$ cat src/rtl/irq_priority_systick_defines.vh
`ifndef IRQ_PRIORITY_SYSTICK_DEFINES_VH
`define IRQ_PRIORITY_SYSTICK_DEFINES_VH

// ----------------------------------------------------------------
// register byte offsets
// ----------------------------------------------------------------
`define REG_IRQ_ENABLE     8'h00
`define REG_IRQ_PEND       8'h04
`define REG_IRQ_CLRPEND    8'h08
`define REG_IRQ_MODE       8'h0C
`define REG_PRIO_LO        8'h10
`define REG_PRIO_HI        8'h14
`define REG_SYS_PRIO       8'h18
`define REG_SYS_CTRL       8'h1C
`define REG_TICK_CSR       8'h20
`define REG_TICK_RELOAD    8'h24
`define REG_TICK_CURRENT   8'h28

// ----------------------------------------------------------------
// field positions
// ----------------------------------------------------------------
`define SYSP_SVC_LSB       1
`define SYSP_PSV_LSB       3
`define SYSP_TICK_LSB      5
`define SCTL_PENDABLE_SERVICE_EXC_SET    0
`define SCTL_SLEEP_EXIT    1
`define SCTL_TICK_SET      2
`define SCTL_ACTIVE_LSB    8
`define SCTL_HANDLER       16
`define SCTL_SLEEPING      17
`define TCSR_ENABLE        0
`define TCSR_TICKINT       1
`define TCSR_FLAG          16

// ----------------------------------------------------------------
// vector numbers and ranks (lower rank is more urgent)
// ----------------------------------------------------------------
`define VEC_RESET          6'h01
`define VEC_NMI            6'h02
`define VEC_HARDFAULT      6'h03
`define VEC_SUPERVISOR_CALL_EXC         6'h0B
`define VEC_PENDABLE_SERVICE_EXC         6'h0E
`define VEC_SYSTICK        6'h0F
`define VEC_IRQ_BASE       6'h10
`define VEC_THREAD         6'h00
`define RANK_RESET         3'h0
`define RANK_NMI           3'h1
`define RANK_HARDFAULT     3'h2
`define RANK_CFG_BASE      3'h3
`define RANK_THREAD        3'h7
`define PRIO_RESET         2'h0

`endif

$ cat src/rtl/tick_down_counter.v
`include "irq_priority_systick_defines.vh"

module tick_down_counter #(
  parameter WIDTH = 24
) (
  input  wire             clk_i,      // core clock
  input  wire             resetn_i,   // async reset, active low
  input  wire             enable_i,   // counting enabled
  input  wire [WIDTH-1:0] reload_i,   // reload value
  input  wire             cur_wr_i,   // any write clears count
  input  wire             csr_rd_i,   // status read clears flag
  output reg  [WIDTH-1:0] count_o,    // current count
  output reg              flag_o,     // count reached zero, sticky
  output wire             zero_evt_o  // pulse: counter arrives at zero
);

  // a transition to zero happens only when counting down from one
  assign zero_evt_o = enable_i && !cur_wr_i &&
                      (count_o == {{(WIDTH-1){1'b0}}, 1'b1});

  always @(posedge clk_i or negedge resetn_i)
  begin
    if (!resetn_i)
    begin
      count_o <= {WIDTH{1'b0}};
      flag_o  <= 1'b0;
    end
    else
    begin
      if (cur_wr_i)
        count_o <= {WIDTH{1'b0}};
      else if (enable_i)
      begin
        if (count_o == {WIDTH{1'b0}})
          count_o <= reload_i;
        else
          count_o <= count_o - {{(WIDTH-1){1'b0}}, 1'b1};
      end
      if (zero_evt_o)
        flag_o <= 1'b1;
      else if (csr_rd_i)
        flag_o <= 1'b0;
    end
  end

endmodule

$ cat src/rtl/nest_frame_stack.v
`include "irq_priority_systick_defines.vh"

module nest_frame_stack #(
  parameter DEPTH = 8,
  parameter AW    = 3,
  parameter DW    = 9
) (
  input  wire          clk_i,     // core clock
  input  wire          resetn_i,  // async reset, active low
  input  wire          push_i,    // store a preempted frame
  input  wire          pop_i,     // discard top frame
  input  wire [DW-1:0] wdata_i,   // frame to store
  input  wire [DW-1:0] empty_i,   // value shown when empty
  output reg  [DW-1:0] top_o,     // registered top frame
  output reg  [AW:0]   depth_o    // frames held
);

  reg [DW-1:0] mem [0:DEPTH-1];
  // index of the frame under the top one, full width before the cut
  wire [AW:0]  below = depth_o - {{(AW-1){1'b0}}, 2'b10};

  // mem itself has no reset; top_o covers the empty case
  always @(posedge clk_i)
  begin
    if (push_i)
      mem[depth_o[AW-1:0]] <= wdata_i;
  end

  always @(posedge clk_i or negedge resetn_i)
  begin
    if (!resetn_i)
    begin
      depth_o <= {(AW+1){1'b0}};
      top_o   <= {DW{1'b0}};
    end
    else if (push_i)
    begin
      depth_o <= depth_o + {{AW{1'b0}}, 1'b1};
      top_o   <= wdata_i;
    end
    else if (pop_i && depth_o != {(AW+1){1'b0}})
    begin
      depth_o <= depth_o - {{AW{1'b0}}, 1'b1};
      if (depth_o == {{AW{1'b0}}, 1'b1})
        top_o <= empty_i;
      else
        top_o <= mem[below[AW-1:0]];
    end
    else if (depth_o == {(AW+1){1'b0}})
      top_o <= empty_i;
  end

endmodule

$ cat src/rtl/irq_priority_systick.v
`include "irq_priority_systick_defines.vh"

// How it works
// - 32 lines, four priority levels each
// - strictly more urgent request preempts handler
// - priority 0 most urgent; resets to 0
// - reset, NMI, hard fault rank first
// - fixed vector numbers per exception
// - accepted vector fetched from table address
// - state saved on entry, restored on exit
// - pending at exit chains without restore
// - late urgent arrival replaces entry vector
// - each line level or pulse sensitive
// - separate unmaskable NMI input
// - 24-bit down counter, write clears
// - reload on edge after zero
// - flag set at zero, read clears
// - zero reload holds counter at zero
// - handler mode signalled during handlers
// - sleep entry and wake detection
module irq_priority_systick #(
  parameter NIRQ     = 32,
  parameter TW       = 24,
  parameter VEC_BASE = 32'h00000000
) (
  input  wire            clk_i,        // core clock, 25 MHz
  input  wire            resetn_i,     // async reset, active low
  input  wire            psel_i,       // apb select
  input  wire            penable_i,    // apb access phase
  input  wire            pwrite_i,     // apb write
  input  wire [7:0]      paddr_i,      // apb byte address
  input  wire [31:0]     pwdata_i,     // apb write data
  output wire            pready_o,     // apb ready
  output reg  [31:0]     prdata_o,     // apb read data
  output reg             pslverr_o,    // apb unmapped address
  input  wire [NIRQ-1:0] irq_i,        // peripheral lines, async
  input  wire            nmi_i,        // non-maskable line, async
  input  wire            hardfault_i,  // pulse from core
  input  wire            supervisor_call_exc_i,     // pulse from core
  input  wire            wfi_i,        // pulse: wait for interrupt
  input  wire            wfe_i,        // pulse: wait for event
  input  wire            event_i,      // pulse: event for wfe
  input  wire            entry_ack_i,  // pulse: handler starts
  input  wire            exc_return_i, // pulse: handler ended
  output reg             entry_req_o,  // level: dispatch pending
  output reg             stack_req_o,  // save state during entry
  output reg  [5:0]      vector_o,     // vector to dispatch
  output reg  [31:0]     fetch_addr_o, // vector table address
  output reg             unstack_o,    // pulse: restore state
  output reg             handler_mode_o, // handler mode
  output reg  [5:0]      active_vec_o, // running vector
  output reg             sleeping_o    // core may stop clocks
);

  // ----------------------------------------------------------------
  // functions
  // ----------------------------------------------------------------
  function [2:0] cfg_rank;
    input [1:0] p;
    begin
      cfg_rank = `RANK_CFG_BASE + {1'b0, p};
    end
  endfunction

  function [31:0] table_addr;
    input [5:0] v;
    begin
      table_addr = VEC_BASE + {24'h000000, v, 2'b00};
    end
  endfunction

  localparam ST_RUN   = 2'b01;
  localparam ST_ENTRY = 2'b10;

  // ----------------------------------------------------------------
  // registers and input synchronisers
  // ----------------------------------------------------------------
  reg  [NIRQ-1:0]   irq_meta, irq_sync, irq_prev;
  reg               nmi_meta, nmi_sync, nmi_prev;
  reg  [NIRQ-1:0]   irq_enable, irq_pulse_mode, irq_pend;
  reg  [2*NIRQ-1:0] irq_prio;
  reg  [5:0]        sys_prio;
  reg               nmi_pend, hf_pend, svc_pend, psv_pend, tick_pend;
  reg               sleep_on_exit, wfe_mode;
  reg               tick_en, tick_int;
  reg  [TW-1:0]     tick_reload;
  reg  [1:0]        state;
  reg               tail;
  reg  [2:0]        cur_rank;
  reg  [5:0]        best_vec;
  reg  [2:0]        best_rank;
  reg  [2:0]        best_rank_of_vec;
  reg  [31:0]       rd_mux;
  reg               rd_err;
  integer           i, j;

  wire        wr_acc = psel_i && penable_i && pwrite_i;
  wire        rd_acc = psel_i && penable_i && !pwrite_i;
  wire [TW-1:0] tick_count;
  wire        tick_flag, tick_zero;
  wire [8:0]  top_frame;
  wire [3:0]  depth;
  wire        accept = (state == ST_ENTRY) && entry_ack_i;
  wire        ret    = (state == ST_RUN) && exc_return_i &&
                       handler_mode_o;
  wire        chain  = ret && (best_rank < top_frame[2:0]);
  wire        push   = accept && !tail;
  wire        pop    = ret && !chain;

  // ----------------------------------------------------------------
  // pending logic
  // ----------------------------------------------------------------
  always @(posedge clk_i or negedge resetn_i)
  begin
    if (!resetn_i)
    begin
      irq_meta <= {NIRQ{1'b0}};
      irq_sync <= {NIRQ{1'b0}};
      irq_prev <= {NIRQ{1'b0}};
      nmi_meta <= 1'b0;
      nmi_sync <= 1'b0;
      nmi_prev <= 1'b0;
      irq_pend <= {NIRQ{1'b0}};
      nmi_pend <= 1'b0;
      hf_pend  <= 1'b0;
      svc_pend <= 1'b0;
      psv_pend <= 1'b0;
      tick_pend <= 1'b0;
    end
    else
    begin
      irq_meta <= irq_i;
      irq_sync <= irq_meta;
      irq_prev <= irq_sync;
      nmi_meta <= nmi_i;
      nmi_sync <= nmi_meta;
      nmi_prev <= nmi_sync;
      for (i = 0; i < NIRQ; i = i + 1)
      begin
        if (irq_pulse_mode[i] ? (irq_sync[i] && !irq_prev[i])
                              : irq_sync[i])
          irq_pend[i] <= 1'b1;
        else if ((accept && vector_o == `VEC_IRQ_BASE + i[5:0]) ||
                 (wr_acc && paddr_i == `REG_IRQ_CLRPEND &&
                  pwdata_i[i]))
          irq_pend[i] <= 1'b0;
      end
      if (nmi_sync && !nmi_prev)
        nmi_pend <= 1'b1;
      else if (accept && vector_o == `VEC_NMI)
        nmi_pend <= 1'b0;
      if (hardfault_i)
        hf_pend <= 1'b1;
      else if (accept && vector_o == `VEC_HARDFAULT)
        hf_pend <= 1'b0;
      if (supervisor_call_exc_i)
        svc_pend <= 1'b1;
      else if (accept && vector_o == `VEC_SUPERVISOR_CALL_EXC)
        svc_pend <= 1'b0;
      if (wr_acc && paddr_i == `REG_SYS_CTRL &&
          pwdata_i[`SCTL_PENDABLE_SERVICE_EXC_SET])
        psv_pend <= 1'b1;
      else if (accept && vector_o == `VEC_PENDABLE_SERVICE_EXC)
        psv_pend <= 1'b0;
      if ((tick_zero && tick_int) || (wr_acc &&
          paddr_i == `REG_SYS_CTRL && pwdata_i[`SCTL_TICK_SET]))
        tick_pend <= 1'b1;
      else if (accept && vector_o == `VEC_SYSTICK)
        tick_pend <= 1'b0;
    end
  end

  // ----------------------------------------------------------------
  // arbitration
  // ----------------------------------------------------------------
  // candidates are scanned in rising vector order and only a strictly
  // better rank replaces the holder, so ties go to the lower vector
  always @*
  begin
    best_vec  = `VEC_THREAD;
    best_rank = `RANK_THREAD;
    if (nmi_pend)
    begin
      best_vec  = `VEC_NMI;
      best_rank = `RANK_NMI;
    end
    else if (hf_pend)
    begin
      best_vec  = `VEC_HARDFAULT;
      best_rank = `RANK_HARDFAULT;
    end
    if (svc_pend && cfg_rank(sys_prio[`SYSP_SVC_LSB -: 2]) < best_rank)
    begin
      best_vec  = `VEC_SUPERVISOR_CALL_EXC;
      best_rank = cfg_rank(sys_prio[`SYSP_SVC_LSB -: 2]);
    end
    if (psv_pend && cfg_rank(sys_prio[`SYSP_PSV_LSB -: 2]) < best_rank)
    begin
      best_vec  = `VEC_PENDABLE_SERVICE_EXC;
      best_rank = cfg_rank(sys_prio[`SYSP_PSV_LSB -: 2]);
    end
    if (tick_pend && cfg_rank(sys_prio[`SYSP_TICK_LSB -: 2]) < best_rank)
    begin
      best_vec  = `VEC_SYSTICK;
      best_rank = cfg_rank(sys_prio[`SYSP_TICK_LSB -: 2]);
    end
    for (j = 0; j < NIRQ; j = j + 1)
    begin
      if (irq_pend[j] && irq_enable[j] &&
          cfg_rank(irq_prio[2*j +: 2]) < best_rank)
      begin
        best_vec  = `VEC_IRQ_BASE + j[5:0];
        best_rank = cfg_rank(irq_prio[2*j +: 2]);
      end
    end
  end

  // ----------------------------------------------------------------
  // dispatch sequencer
  // ----------------------------------------------------------------
  always @(posedge clk_i or negedge resetn_i)
  begin
    if (!resetn_i)
    begin
      state          <= ST_RUN;
      tail           <= 1'b0;
      cur_rank       <= `RANK_THREAD;
      entry_req_o    <= 1'b0;
      stack_req_o    <= 1'b0;
      vector_o       <= `VEC_THREAD;
      fetch_addr_o   <= 32'h00000000;
      unstack_o      <= 1'b0;
      handler_mode_o <= 1'b0;
      active_vec_o   <= `VEC_THREAD;
    end
    else
    begin
      unstack_o <= 1'b0;
      case (state)
        ST_RUN:
        begin
          if (chain)
          begin
            state        <= ST_ENTRY;
            tail         <= 1'b1;
            cur_rank     <= top_frame[2:0];
            entry_req_o  <= 1'b1;
            stack_req_o  <= 1'b0;
            vector_o     <= best_vec;
            fetch_addr_o <= table_addr(best_vec);
          end
          else if (pop)
          begin
            unstack_o      <= 1'b1;
            cur_rank       <= top_frame[2:0];
            active_vec_o   <= top_frame[8:3];
            handler_mode_o <= (depth != 4'h1);
          end
          else if (best_rank < cur_rank)
          begin
            state        <= ST_ENTRY;
            tail         <= 1'b0;
            entry_req_o  <= 1'b1;
            stack_req_o  <= 1'b1;
            vector_o     <= best_vec;
            fetch_addr_o <= table_addr(best_vec);
          end
        end
        ST_ENTRY:
        begin
          if (entry_ack_i)
          begin
            state          <= ST_RUN;
            entry_req_o    <= 1'b0;
            stack_req_o    <= 1'b0;
            cur_rank       <= best_rank_of_vec;
            active_vec_o   <= vector_o;
            handler_mode_o <= 1'b1;
          end
          else if (best_rank < cur_rank)
          begin
            vector_o     <= best_vec;
            fetch_addr_o <= table_addr(best_vec);
          end
        end
        default:
        begin
          state       <= ST_RUN;
          entry_req_o <= 1'b0;
        end
      endcase
    end
  end

  // rank of the vector being entered, held beside it
  always @(posedge clk_i or negedge resetn_i)
  begin
    if (!resetn_i)
      best_rank_of_vec <= `RANK_THREAD;
    else if ((state == ST_RUN && (chain || (!pop &&
             best_rank < cur_rank))) ||
             (state == ST_ENTRY && !entry_ack_i && best_rank < cur_rank))
      best_rank_of_vec <= best_rank;
  end

  nest_frame_stack #(
    .DEPTH (8),
    .AW    (3),
    .DW    (9)
  ) u_frames (
    .clk_i    (clk_i),
    .resetn_i (resetn_i),
    .push_i   (push),
    .pop_i    (pop),
    .wdata_i  ({active_vec_o, cur_rank}),
    .empty_i  ({`VEC_THREAD, `RANK_THREAD}),
    .top_o    (top_frame),
    .depth_o  (depth)
  );

  // ----------------------------------------------------------------
  // sleep and wake detection
  // ----------------------------------------------------------------
  // the detector looks at pending state and, after wfe, at event_i; it is
  // clocked by clk_i, so it stops working when the core stops that clock
  always @(posedge clk_i or negedge resetn_i)
  begin
    if (!resetn_i)
    begin
      sleeping_o <= 1'b0;
      wfe_mode   <= 1'b0;
    end
    else if (sleeping_o && (best_rank < cur_rank ||
             (wfe_mode && event_i)))
      sleeping_o <= 1'b0;
    else if (wfi_i || wfe_i || (pop && sleep_on_exit &&
             depth == 4'h1 && !(best_rank < `RANK_THREAD)))
    begin
      sleeping_o <= 1'b1;
      wfe_mode   <= wfe_i;
    end
  end

  // ----------------------------------------------------------------
  // apb register file
  // ----------------------------------------------------------------
  // zero wait states: read data is captured in the setup cycle
  assign pready_o = 1'b1;

  always @(posedge clk_i or negedge resetn_i)
  begin
    if (!resetn_i)
    begin
      irq_enable     <= {NIRQ{1'b0}};
      irq_pulse_mode <= {NIRQ{1'b0}};
      irq_prio       <= {NIRQ{`PRIO_RESET}};
      sys_prio       <= {3{`PRIO_RESET}};
      sleep_on_exit  <= 1'b0;
      tick_en        <= 1'b0;
      tick_int       <= 1'b0;
      tick_reload    <= {TW{1'b0}};
    end
    else if (wr_acc)
    begin
      case (paddr_i)
        `REG_IRQ_ENABLE: irq_enable     <= pwdata_i[NIRQ-1:0];
        `REG_IRQ_MODE:   irq_pulse_mode <= pwdata_i[NIRQ-1:0];
        `REG_PRIO_LO:    irq_prio[31:0]  <= pwdata_i;
        `REG_PRIO_HI:    irq_prio[63:32] <= pwdata_i;
        `REG_SYS_PRIO:   sys_prio       <= pwdata_i[5:0];
        `REG_SYS_CTRL:   sleep_on_exit  <= pwdata_i[`SCTL_SLEEP_EXIT];
        `REG_TICK_CSR:
        begin
          tick_en  <= pwdata_i[`TCSR_ENABLE];
          tick_int <= pwdata_i[`TCSR_TICKINT];
        end
        `REG_TICK_RELOAD: tick_reload <= pwdata_i[TW-1:0];
        default:          tick_en     <= tick_en;
      endcase
    end
  end

  always @*
  begin
    rd_mux = 32'h00000000;
    rd_err = 1'b0;
    case (paddr_i)
      `REG_IRQ_ENABLE:  rd_mux = irq_enable;
      `REG_IRQ_PEND:    rd_mux = irq_pend;
      `REG_IRQ_CLRPEND: rd_mux = irq_pend;
      `REG_IRQ_MODE:    rd_mux = irq_pulse_mode;
      `REG_PRIO_LO:     rd_mux = irq_prio[31:0];
      `REG_PRIO_HI:     rd_mux = irq_prio[63:32];
      `REG_SYS_PRIO:    rd_mux = {26'h0000000, sys_prio};
      `REG_SYS_CTRL:
        rd_mux = {14'h0000, sleeping_o, handler_mode_o, 2'h0,
                  active_vec_o, 6'h00, sleep_on_exit, psv_pend};
      `REG_TICK_CSR:
        rd_mux = {15'h0000, tick_flag, 14'h0000, tick_int, tick_en};
      `REG_TICK_RELOAD: rd_mux = {8'h00, tick_reload};
      `REG_TICK_CURRENT: rd_mux = {8'h00, tick_count};
      default:          rd_err = 1'b1;
    endcase
  end

  always @(posedge clk_i or negedge resetn_i)
  begin
    if (!resetn_i)
    begin
      prdata_o  <= 32'h00000000;
      pslverr_o <= 1'b0;
    end
    else if (psel_i && !penable_i)
    begin
      prdata_o  <= pwrite_i ? 32'h00000000 : rd_mux;
      pslverr_o <= rd_err;
    end
  end

  // ----------------------------------------------------------------
  // tick timer
  // ----------------------------------------------------------------
  tick_down_counter #(
    .WIDTH (TW)
  ) u_tick (
    .clk_i      (clk_i),
    .resetn_i   (resetn_i),
    .enable_i   (tick_en),
    .reload_i   (tick_reload),
    .cur_wr_i   (wr_acc && paddr_i == `REG_TICK_CURRENT),
    .csr_rd_i   (rd_acc && paddr_i == `REG_TICK_CSR),
    .count_o    (tick_count),
    .flag_o     (tick_flag),
    .zero_evt_o (tick_zero)
  );

endmodule

$ cat config.mk
export PLATFORM = sky130hd
export DESIGN_NAME = irq_priority_systick
export DESIGN_NICKNAME = d
export VERILOG_FILES = /design/src/rtl/tick_down_counter.v /design/src/rtl/nest_frame_stack.v /design/src/rtl/irq_priority_systick.v
export VERILOG_INCLUDE_DIRS = /design/src /design/src/rtl
export SDC_FILE = /design/constraint.sdc
export NUM_CORES = 1
export LEC_CHECK = 0
export BUFFER_PORTS_ARGS = -buffer_cell sky130_fd_sc_hd__buf_4
export CORE_ASPECT_RATIO = 0.5
export CORE_MARGIN = 2
export CORE_UTILIZATION = 60
export DETAILED_ROUTE_END_ITERATION = 6
export PLACE_DENSITY = 0.79
export SLEW_MARGIN = 20
export SYNTH_ARGS = -nofsm -noshare
export SYNTH_HDL_FRONTEND = slang
export SYNTH_HIERARCHICAL = 1
export SYNTH_SLANG_ARGS = --single-unit
export TNS_END_PERCENT = 10
$ cat constraint.sdc
create_clock -name clk_i -period 20.6 [get_ports clk_i]
set_clock_uncertainty 0.1 [all_clocks]
set_input_delay 5.15 -clock clk_i [delete_from_list [all_inputs] [get_ports clk_i]]
set_output_delay 5.15 -clock clk_i [all_outputs]
set_load 0.02 [all_outputs]
==> results of run 1 <==
[critical path: cells and delay by family, from the launching register on]
family / cells / cell delay (ns)
and+or+nand+nor: 12 / 3.75
DFF: 1 / 0.50
adders and majority gates: 4 / 1.17
AOI/OAI and AO/OA: 40 / 11.13
buffers and inverters: 3 / 0.33
muxes: 2 / 0.65
[report_power, final]
group	switching, mW	internal [mW]	total [mW]
Sequential	0.0939	1.07	1.17
Combinational	0.373	0.224	0.598
Clock	0.382	0.482	0.864
[Yosys cell counts (44+ instances only)]
master    instances  area share
clkbuf_1         63      0.0087
a31oi_1          44       0.010
edfxtp_1         72       0.080
nand2_1         280       0.039
and2_1           68       0.016
mux2_2          165       0.068
inv_1           139       0.019
nor2_1          160       0.022
ha_1             53       0.024
a21oi_1          90       0.017
nand3_1          93       0.017
nor3_1           51      0.0094
dfrtp_1         419        0.39
o21ai_0          95       0.018
[worst min-delay path by stage]
| stage | startpoint | endpoint | slack, ns | depth (start not counted) |
|---|---|---|---|---|
| floorplan | irq_meta[0] | irq_sync[0] | 0.23 | 0 |
| global placement | irq_meta[7] | irq_sync[7] | 0.23 | 0 |
| detailed placement | irq_meta[21] | irq_sync[21] | 0.23 | 0 |
| CTS | irq_meta[21] | irq_sync[21] | 0.25 | 0 |
| global route | irq_meta[11] | irq_sync[11] | 0.25 | 0 |
| finish | irq_meta[11] | irq_sync[11] | 0.25 | 0 |
[through the flow]
stage	instance area [sq um]	setup WS [ns]
after floorplan	27200	5.10
after global placement	29000	3.66
after detailed placement	29000	2.96
after CTS	30500	2.88
after global routing	30600	1.50
final	30600	2.84
[sequential cells by signal, summed over array words and instances, names as in the netlist, 9 cells and up]
register / count
u_frames/top_o: 9
u_frames/mem: 72
irq_pulse_mode: 32
irq_sync: 32
irq_pend: 32
irq_prio: 64
irq_enable: 32
tick_reload: 24
u_tick/count_o: 24
irq_meta: 32
prdata_o: 32
irq_prev: 32
fetch_addr_o: 32
[placed cells by master, fill, tap and decap left out, drive strengths merged, types with 40 or more instances in the layout]
cell | netlist | final
and2 | 70 | 70
nor2 | 160 | 160
nand2 | 280 | 280
nand3 | 93 | 93
nor3 | 52 | 52
a31oi | 45 | 45
a22o | 41 | 41
a21oi | 94 | 94
dfrtp | 419 | 419
inv | 140 | 141
edfxtp | 72 | 72
ha | 53 | 53
o21ai | 105 | 105
mux2 | 168 | 168
buf | 35 | 198
clkbuf | 63 | 68
a222oi | 40 | 40
[area by class of cell]
type | count | area share
Multi-Input combinational cell | 1896 | 0.440
Timing Repair Buffer | 198 | 0.0489
Tap cell | 598 | 0.0245
Clock inverter | 14 | 0.00479
Antenna cell | 4 | 0.000327
Inverter | 140 | 0.0172
Clock buffer | 68 | 0.0443
Sequential cell | 498 | 0.420
[kinds of logic (layout without fill, tap and decap cells)]
group	after synthesis	count (layout)	synth area share
buf+inv	238	420	0.0350
compound gates	707	707	0.200
other cells	2	14	0.000277
xor+xnor	5	5	0.00161
simple gates	890	890	0.164
fa+ha+maj	67	67	0.0296
mux	217	217	0.0973
flops	498	498	0.473
[metal layers]
layer | wire (microns) | vias up
li1 | - | 10300
met1 | 38400 | 11600
met2 | 37500 | 1372
met3 | 12400 | 216
met4 | 2820 | 4
met5 | 126 | -
==> summary.txt, run 1 <==
Clock network
  – Root Buffer: clkbuf_16
  – Num CTS Buffers: 44
  – Setup bufs post-CTS: 0
  – Cts hold-fix bufs: 0
  – CTS sink count: 498
  – Worst-case clock buffer depth: 3
  – Clk slew on worst S/H paths: 0.07 ns
  – Clock latency on the worst-skew pair: 0.60 ns
  – Post-cts resize count: 0
  – CTS tree: done
  – H-tree level count: 2

Floorplan
  – Die extent in x: roughly 300 microns
  – Die area: 0.0470 sq mm
  – Initial core utilization: 0.604
  – Die H: approximately 150 microns
  – Top Ports: 168
  – Core area: 0.0449 sq mm
  – Row count: 55

Worst setup path
  – R2r worst-path depth: 61
  – CP peak stage delay: 0.90 ns
  – FF-to-FF Start: sys_prio[0]
  – Crit Path Class: reg2reg
  – Max Fanout on Critical Path: 9
  – RR Endpoint: u_frames/top_o[2]
  – CP max stage cell: nor3_1
  – Crit end category: flop
  – CP arrival: 18.13 ns
  – Critical path required time: 20.97 ns
  – Critical Path End: u_frames/top_o[2]
  – Worst Setup Start Kind: flop
  – Most frequent CP cell: ha_1
  – Worst reg2reg setup slack: 2.84 ns
  – Worst Setup SP: sys_prio[0]

Timing
  – Final setup fails: 0
  – Worst slew margin: 0.234
  – Final hold viol count: 0
  – Fin Setup TNS: 0 ns
  – Post-layout min period: 17.76 ns
  – Slew @ Worst Pin: 1.14 ns
  – Final hold slack: 0.248 ns
  – RSZ-0062 raised after global routing: no
  – Final period utilization: 0.862
  – Fmax: 0.0563 GHz
  – Fin. max-slew vios: 0

Pwr
  – Power Density: 86.0 mW/mm^2
  – Tot Pwr: 2.63 mW
  – Worst-case vdd ir drop: between 0.06 and 0.07 mV
  – Cell leakage power: 13.1 nW

Placement
  – Routability cong.: 1.02
  – Port bufs: 166
  – Detailed placer's ending HPWL: approximately 66 mm
  – Placed cells: about 3.3k

Layout
  – Fill count: about 3.5k
  – Layout cells sized above 1: 0.192
  – Post-route insts no fill: between 3k and 4k
  – Nets: 2916
  – FF/Latch Area: 0.0128 sq mm
  – Final Util: 0.680
  – Area occupied by multi-input gates: 0.0135 sq mm
  – Area grow syn2layout: 12.6%

Detailed routing
  – Final ANT Viol Nets: 0
  – First-pass iteration count of the detailed router: 7
  – Detailed router's first-iteration violation count: 3183
  – Drt drc: 20
  – Wire per inst: roughly 27 microns
  – Wirelength, routed: 91.3 mm
  – DR vias/cell: slightly below 7
  – Vias: between 20k and 25k

Yosys
  – YS warnings: 6
  – Register area share after synthesis: 0.473
  – Number of flops mapped to enable cells by yosys: between 70 and 80
  – Yosys cell types: 111
  – Main flop type after synthesis: dfrtp_1
  – Asr flop ratio synth: 0.855
  – Post-Syn Area per Cell: about 10 sq um
  – FF+latch count, synth: ~500
  – Area of the mapped netlist: 0.0271 sq mm
  – Mapped Cells: roughly 2.6k

GRT
  – GR peak layer: met1
  – Met2 GRT Util: 0.537
  – GRT Util Overall: 0.384
  – Initial antenna violation count: 4
  – Largest net degree at the start of global routing: 109
  – Met3 usage: 0.143
  – Met1 usage in global routing: 0.554
  – Number of global-route vias before repair: 22.1k
  – First-pass GRT wire length: 137 mm
  – Total grt overflow: 0

Run status
  – Failing checks: DRC
  – Outcome: finished, violations left

Flow run
  – Max Cap Violations: 0

Min path
  – Hold crit path type: reg2reg
(Power assumes the default switching activity.)
==> run 2, diff against run 1 <==
Settings changed: CTS_BUF_LIST set to sky130_fd_sc_hd__clkbuf_4 sky130_fd_sc_hd__clkbuf_8.
==> summary.txt, run 2 (synthesis gave the netlist of run 1 again) <==
Layout
  – Most frequent cells in the layout: dfrtp_1, nand2_1, buf_4, mux2_2, nor2_1
  – Nets: 2942
  – Finished Cell Area: 0.0305 sq mm
  – Max FFs per register: 72
  – Final Util: 0.680
  – Area grow syn2layout: 12.6%
  – Post-route insts no fill: 3458
  – Commonest non-fill, non-tap cell in the layout: dfrtp_1
  – Layout cells sized above 1: 0.207

Timing
  – Fmax: 0.0565 GHz
  – Final setup fails: 0
  – Fin. max-slew vios: 0
  – Post-layout min period: 17.69 ns
  – Final hold viol count: 0
  – Slew @ Worst Pin: 1.25 ns
  – Fin Setup TNS: 0 ns
  – Final WS setup: 2.91 ns
  – Worst slew margin: 0.158
  – RSZ-0062 raised after global routing: no
  – Final period utilization: 0.859
  – Final hold slack: 0.249 ns

Placement
  – Detailed placer's ending HPWL: 66.0 mm
  – Placed cells: 3330
  – Placement Cell Area: 0.0290 sq mm
  – Routability cong.: 1.02
  – Dpl ws: 2.96 ns
  – Port bufs: about 170

Min path
  – Hold depth: 0
  – Hold crit path type: reg2reg

Floorplan
  – Row count: 55
  – Top Ports: approximately 170
  – Die area: 0.0470 sq mm
  – Initial core utilization: 0.604
  – Core area: 0.0449 sq mm
  – Die extent in x: 305 microns
  – Die H: ~150 microns

Pwr
  – Tot Pwr: 2.60 mW
  – Cell leakage power: 13.2 nW
  – Power Density: between 80 and 90 mW/mm^2
  – Worst-case vdd ir drop: 0.0615 mV

Worst setup path
  – Worst reg2reg setup slack: 2.91 ns
  – Crit end category: flop
  – Worst Setup Start Kind: flop
  – Critical path required time: about 21 ns
  – Crit Path Class: reg2reg
  – Max Fanout on Critical Path: 9
  – CP arrival: around 18 ns
  – Most frequent CP cell: ha_1
  – CP max stage cell: nor3_1
  – R2r worst-path depth: 61
  – CP peak stage delay: 0.89 ns

Detailed routing
  – Drt drc: 0
  – Vias: 23.4k
  – Wire per inst: ~26 microns
  – DR vias/cell: 6.77
  – Detailed router's first-iteration violation count: 3058
  – First-pass iteration count of the detailed router: 7
  – Final ANT Viol Nets: 0
  – Wirelength, routed: 90.9 mm

Run status
  – Outcome: finished clean

Clock network
  – Root Buffer: clkbuf_8
  – Clk slew on worst S/H paths: around 0.070 ns
  – H-tree level count: 3
  – Num CTS Buffers: 70
  – Worst-case clock buffer depth: 3
  – Post-cts resize count: 0
  – CTS sink count: 498
  – CTS tree: done
  – Cts hold-fix bufs: 0
  – Setup bufs post-CTS: 0
  – Clock latency on the worst-skew pair: 0.67 ns

GRT
  – GRT Util Overall: 0.385
  – First-pass GRT wire length: between 100 and 150 mm
  – Largest net degree at the start of global routing: ~110
  – Number of global-route vias before repair: approximately 22k
  – Initial antenna violation count: 2
  – Total grt overflow: 0

Flow run
  – Max Cap Violations: 0
## run 2: cell types whose count changed in the layout (fill, tap and decap cells not counted), moves of 3 or more
cell | previous run | this run
clkinv_2 | 7 | 10
clkbuf_1 | 9 | 0
clkbuf_16 | 46 | 0
diode_2 | 4 | 1
clkinvlp_4 | 2 | 5
clkbuf_8 | 12 | 85
clkinv_1 | 0 | 3
clkbuf_4 | 0 | 21
## run 2: cell type report
cell class	instances	area, sq um
clock inverter	21	168
fill	3511	14400
timing repair buffer	198	1490
inverter	140	526
tap	598	748
multi-input combinational	1896	13500
sequential	498	12800
clock buffer	106	1330
antenna	1	2.50
## run 2: path summary, 6_finish.rpt
path,startpoint,to
setup / recovery,sys_prio[0],u_frames/top_o[2]
hold / removal,irq_meta[11],irq_sync[11]
setup reg to reg,sys_prio[0],u_frames/top_o[2]
hold reg to reg,irq_meta[11],irq_sync[11]
max in group asynchronous,resetn_i,irq_prio[46]
min in group asynchronous,resetn_i,svc_pend
## run 2: worst max-delay path, delay by kind of cell, from the launching register on
family	cells	cell delay, ns
simple gates	10	3.32
compound gates	41	11.07
buf+inv	3	0.31
flops	1	0.49
mux	2	0.66
fa+ha+maj	5	1.58
## run 2: power breakdown
group / leakage, nW / internal [mW] / switching (mW)
clock: 0.785 / 0.440 / 0.392
combinational: 6.43 / 0.224 / 0.372
sequential: 5.98 / 1.07 / 0.0939
## run 2: layer usage
metal	wire length, microns	GRT usage	up-vias
li1	-	-	10300
met1	38500	0.558	11600
met2	36800	0.529	1288
met3	12400	0.143	222
met4	3130	0.133	0
met5	0	0	-
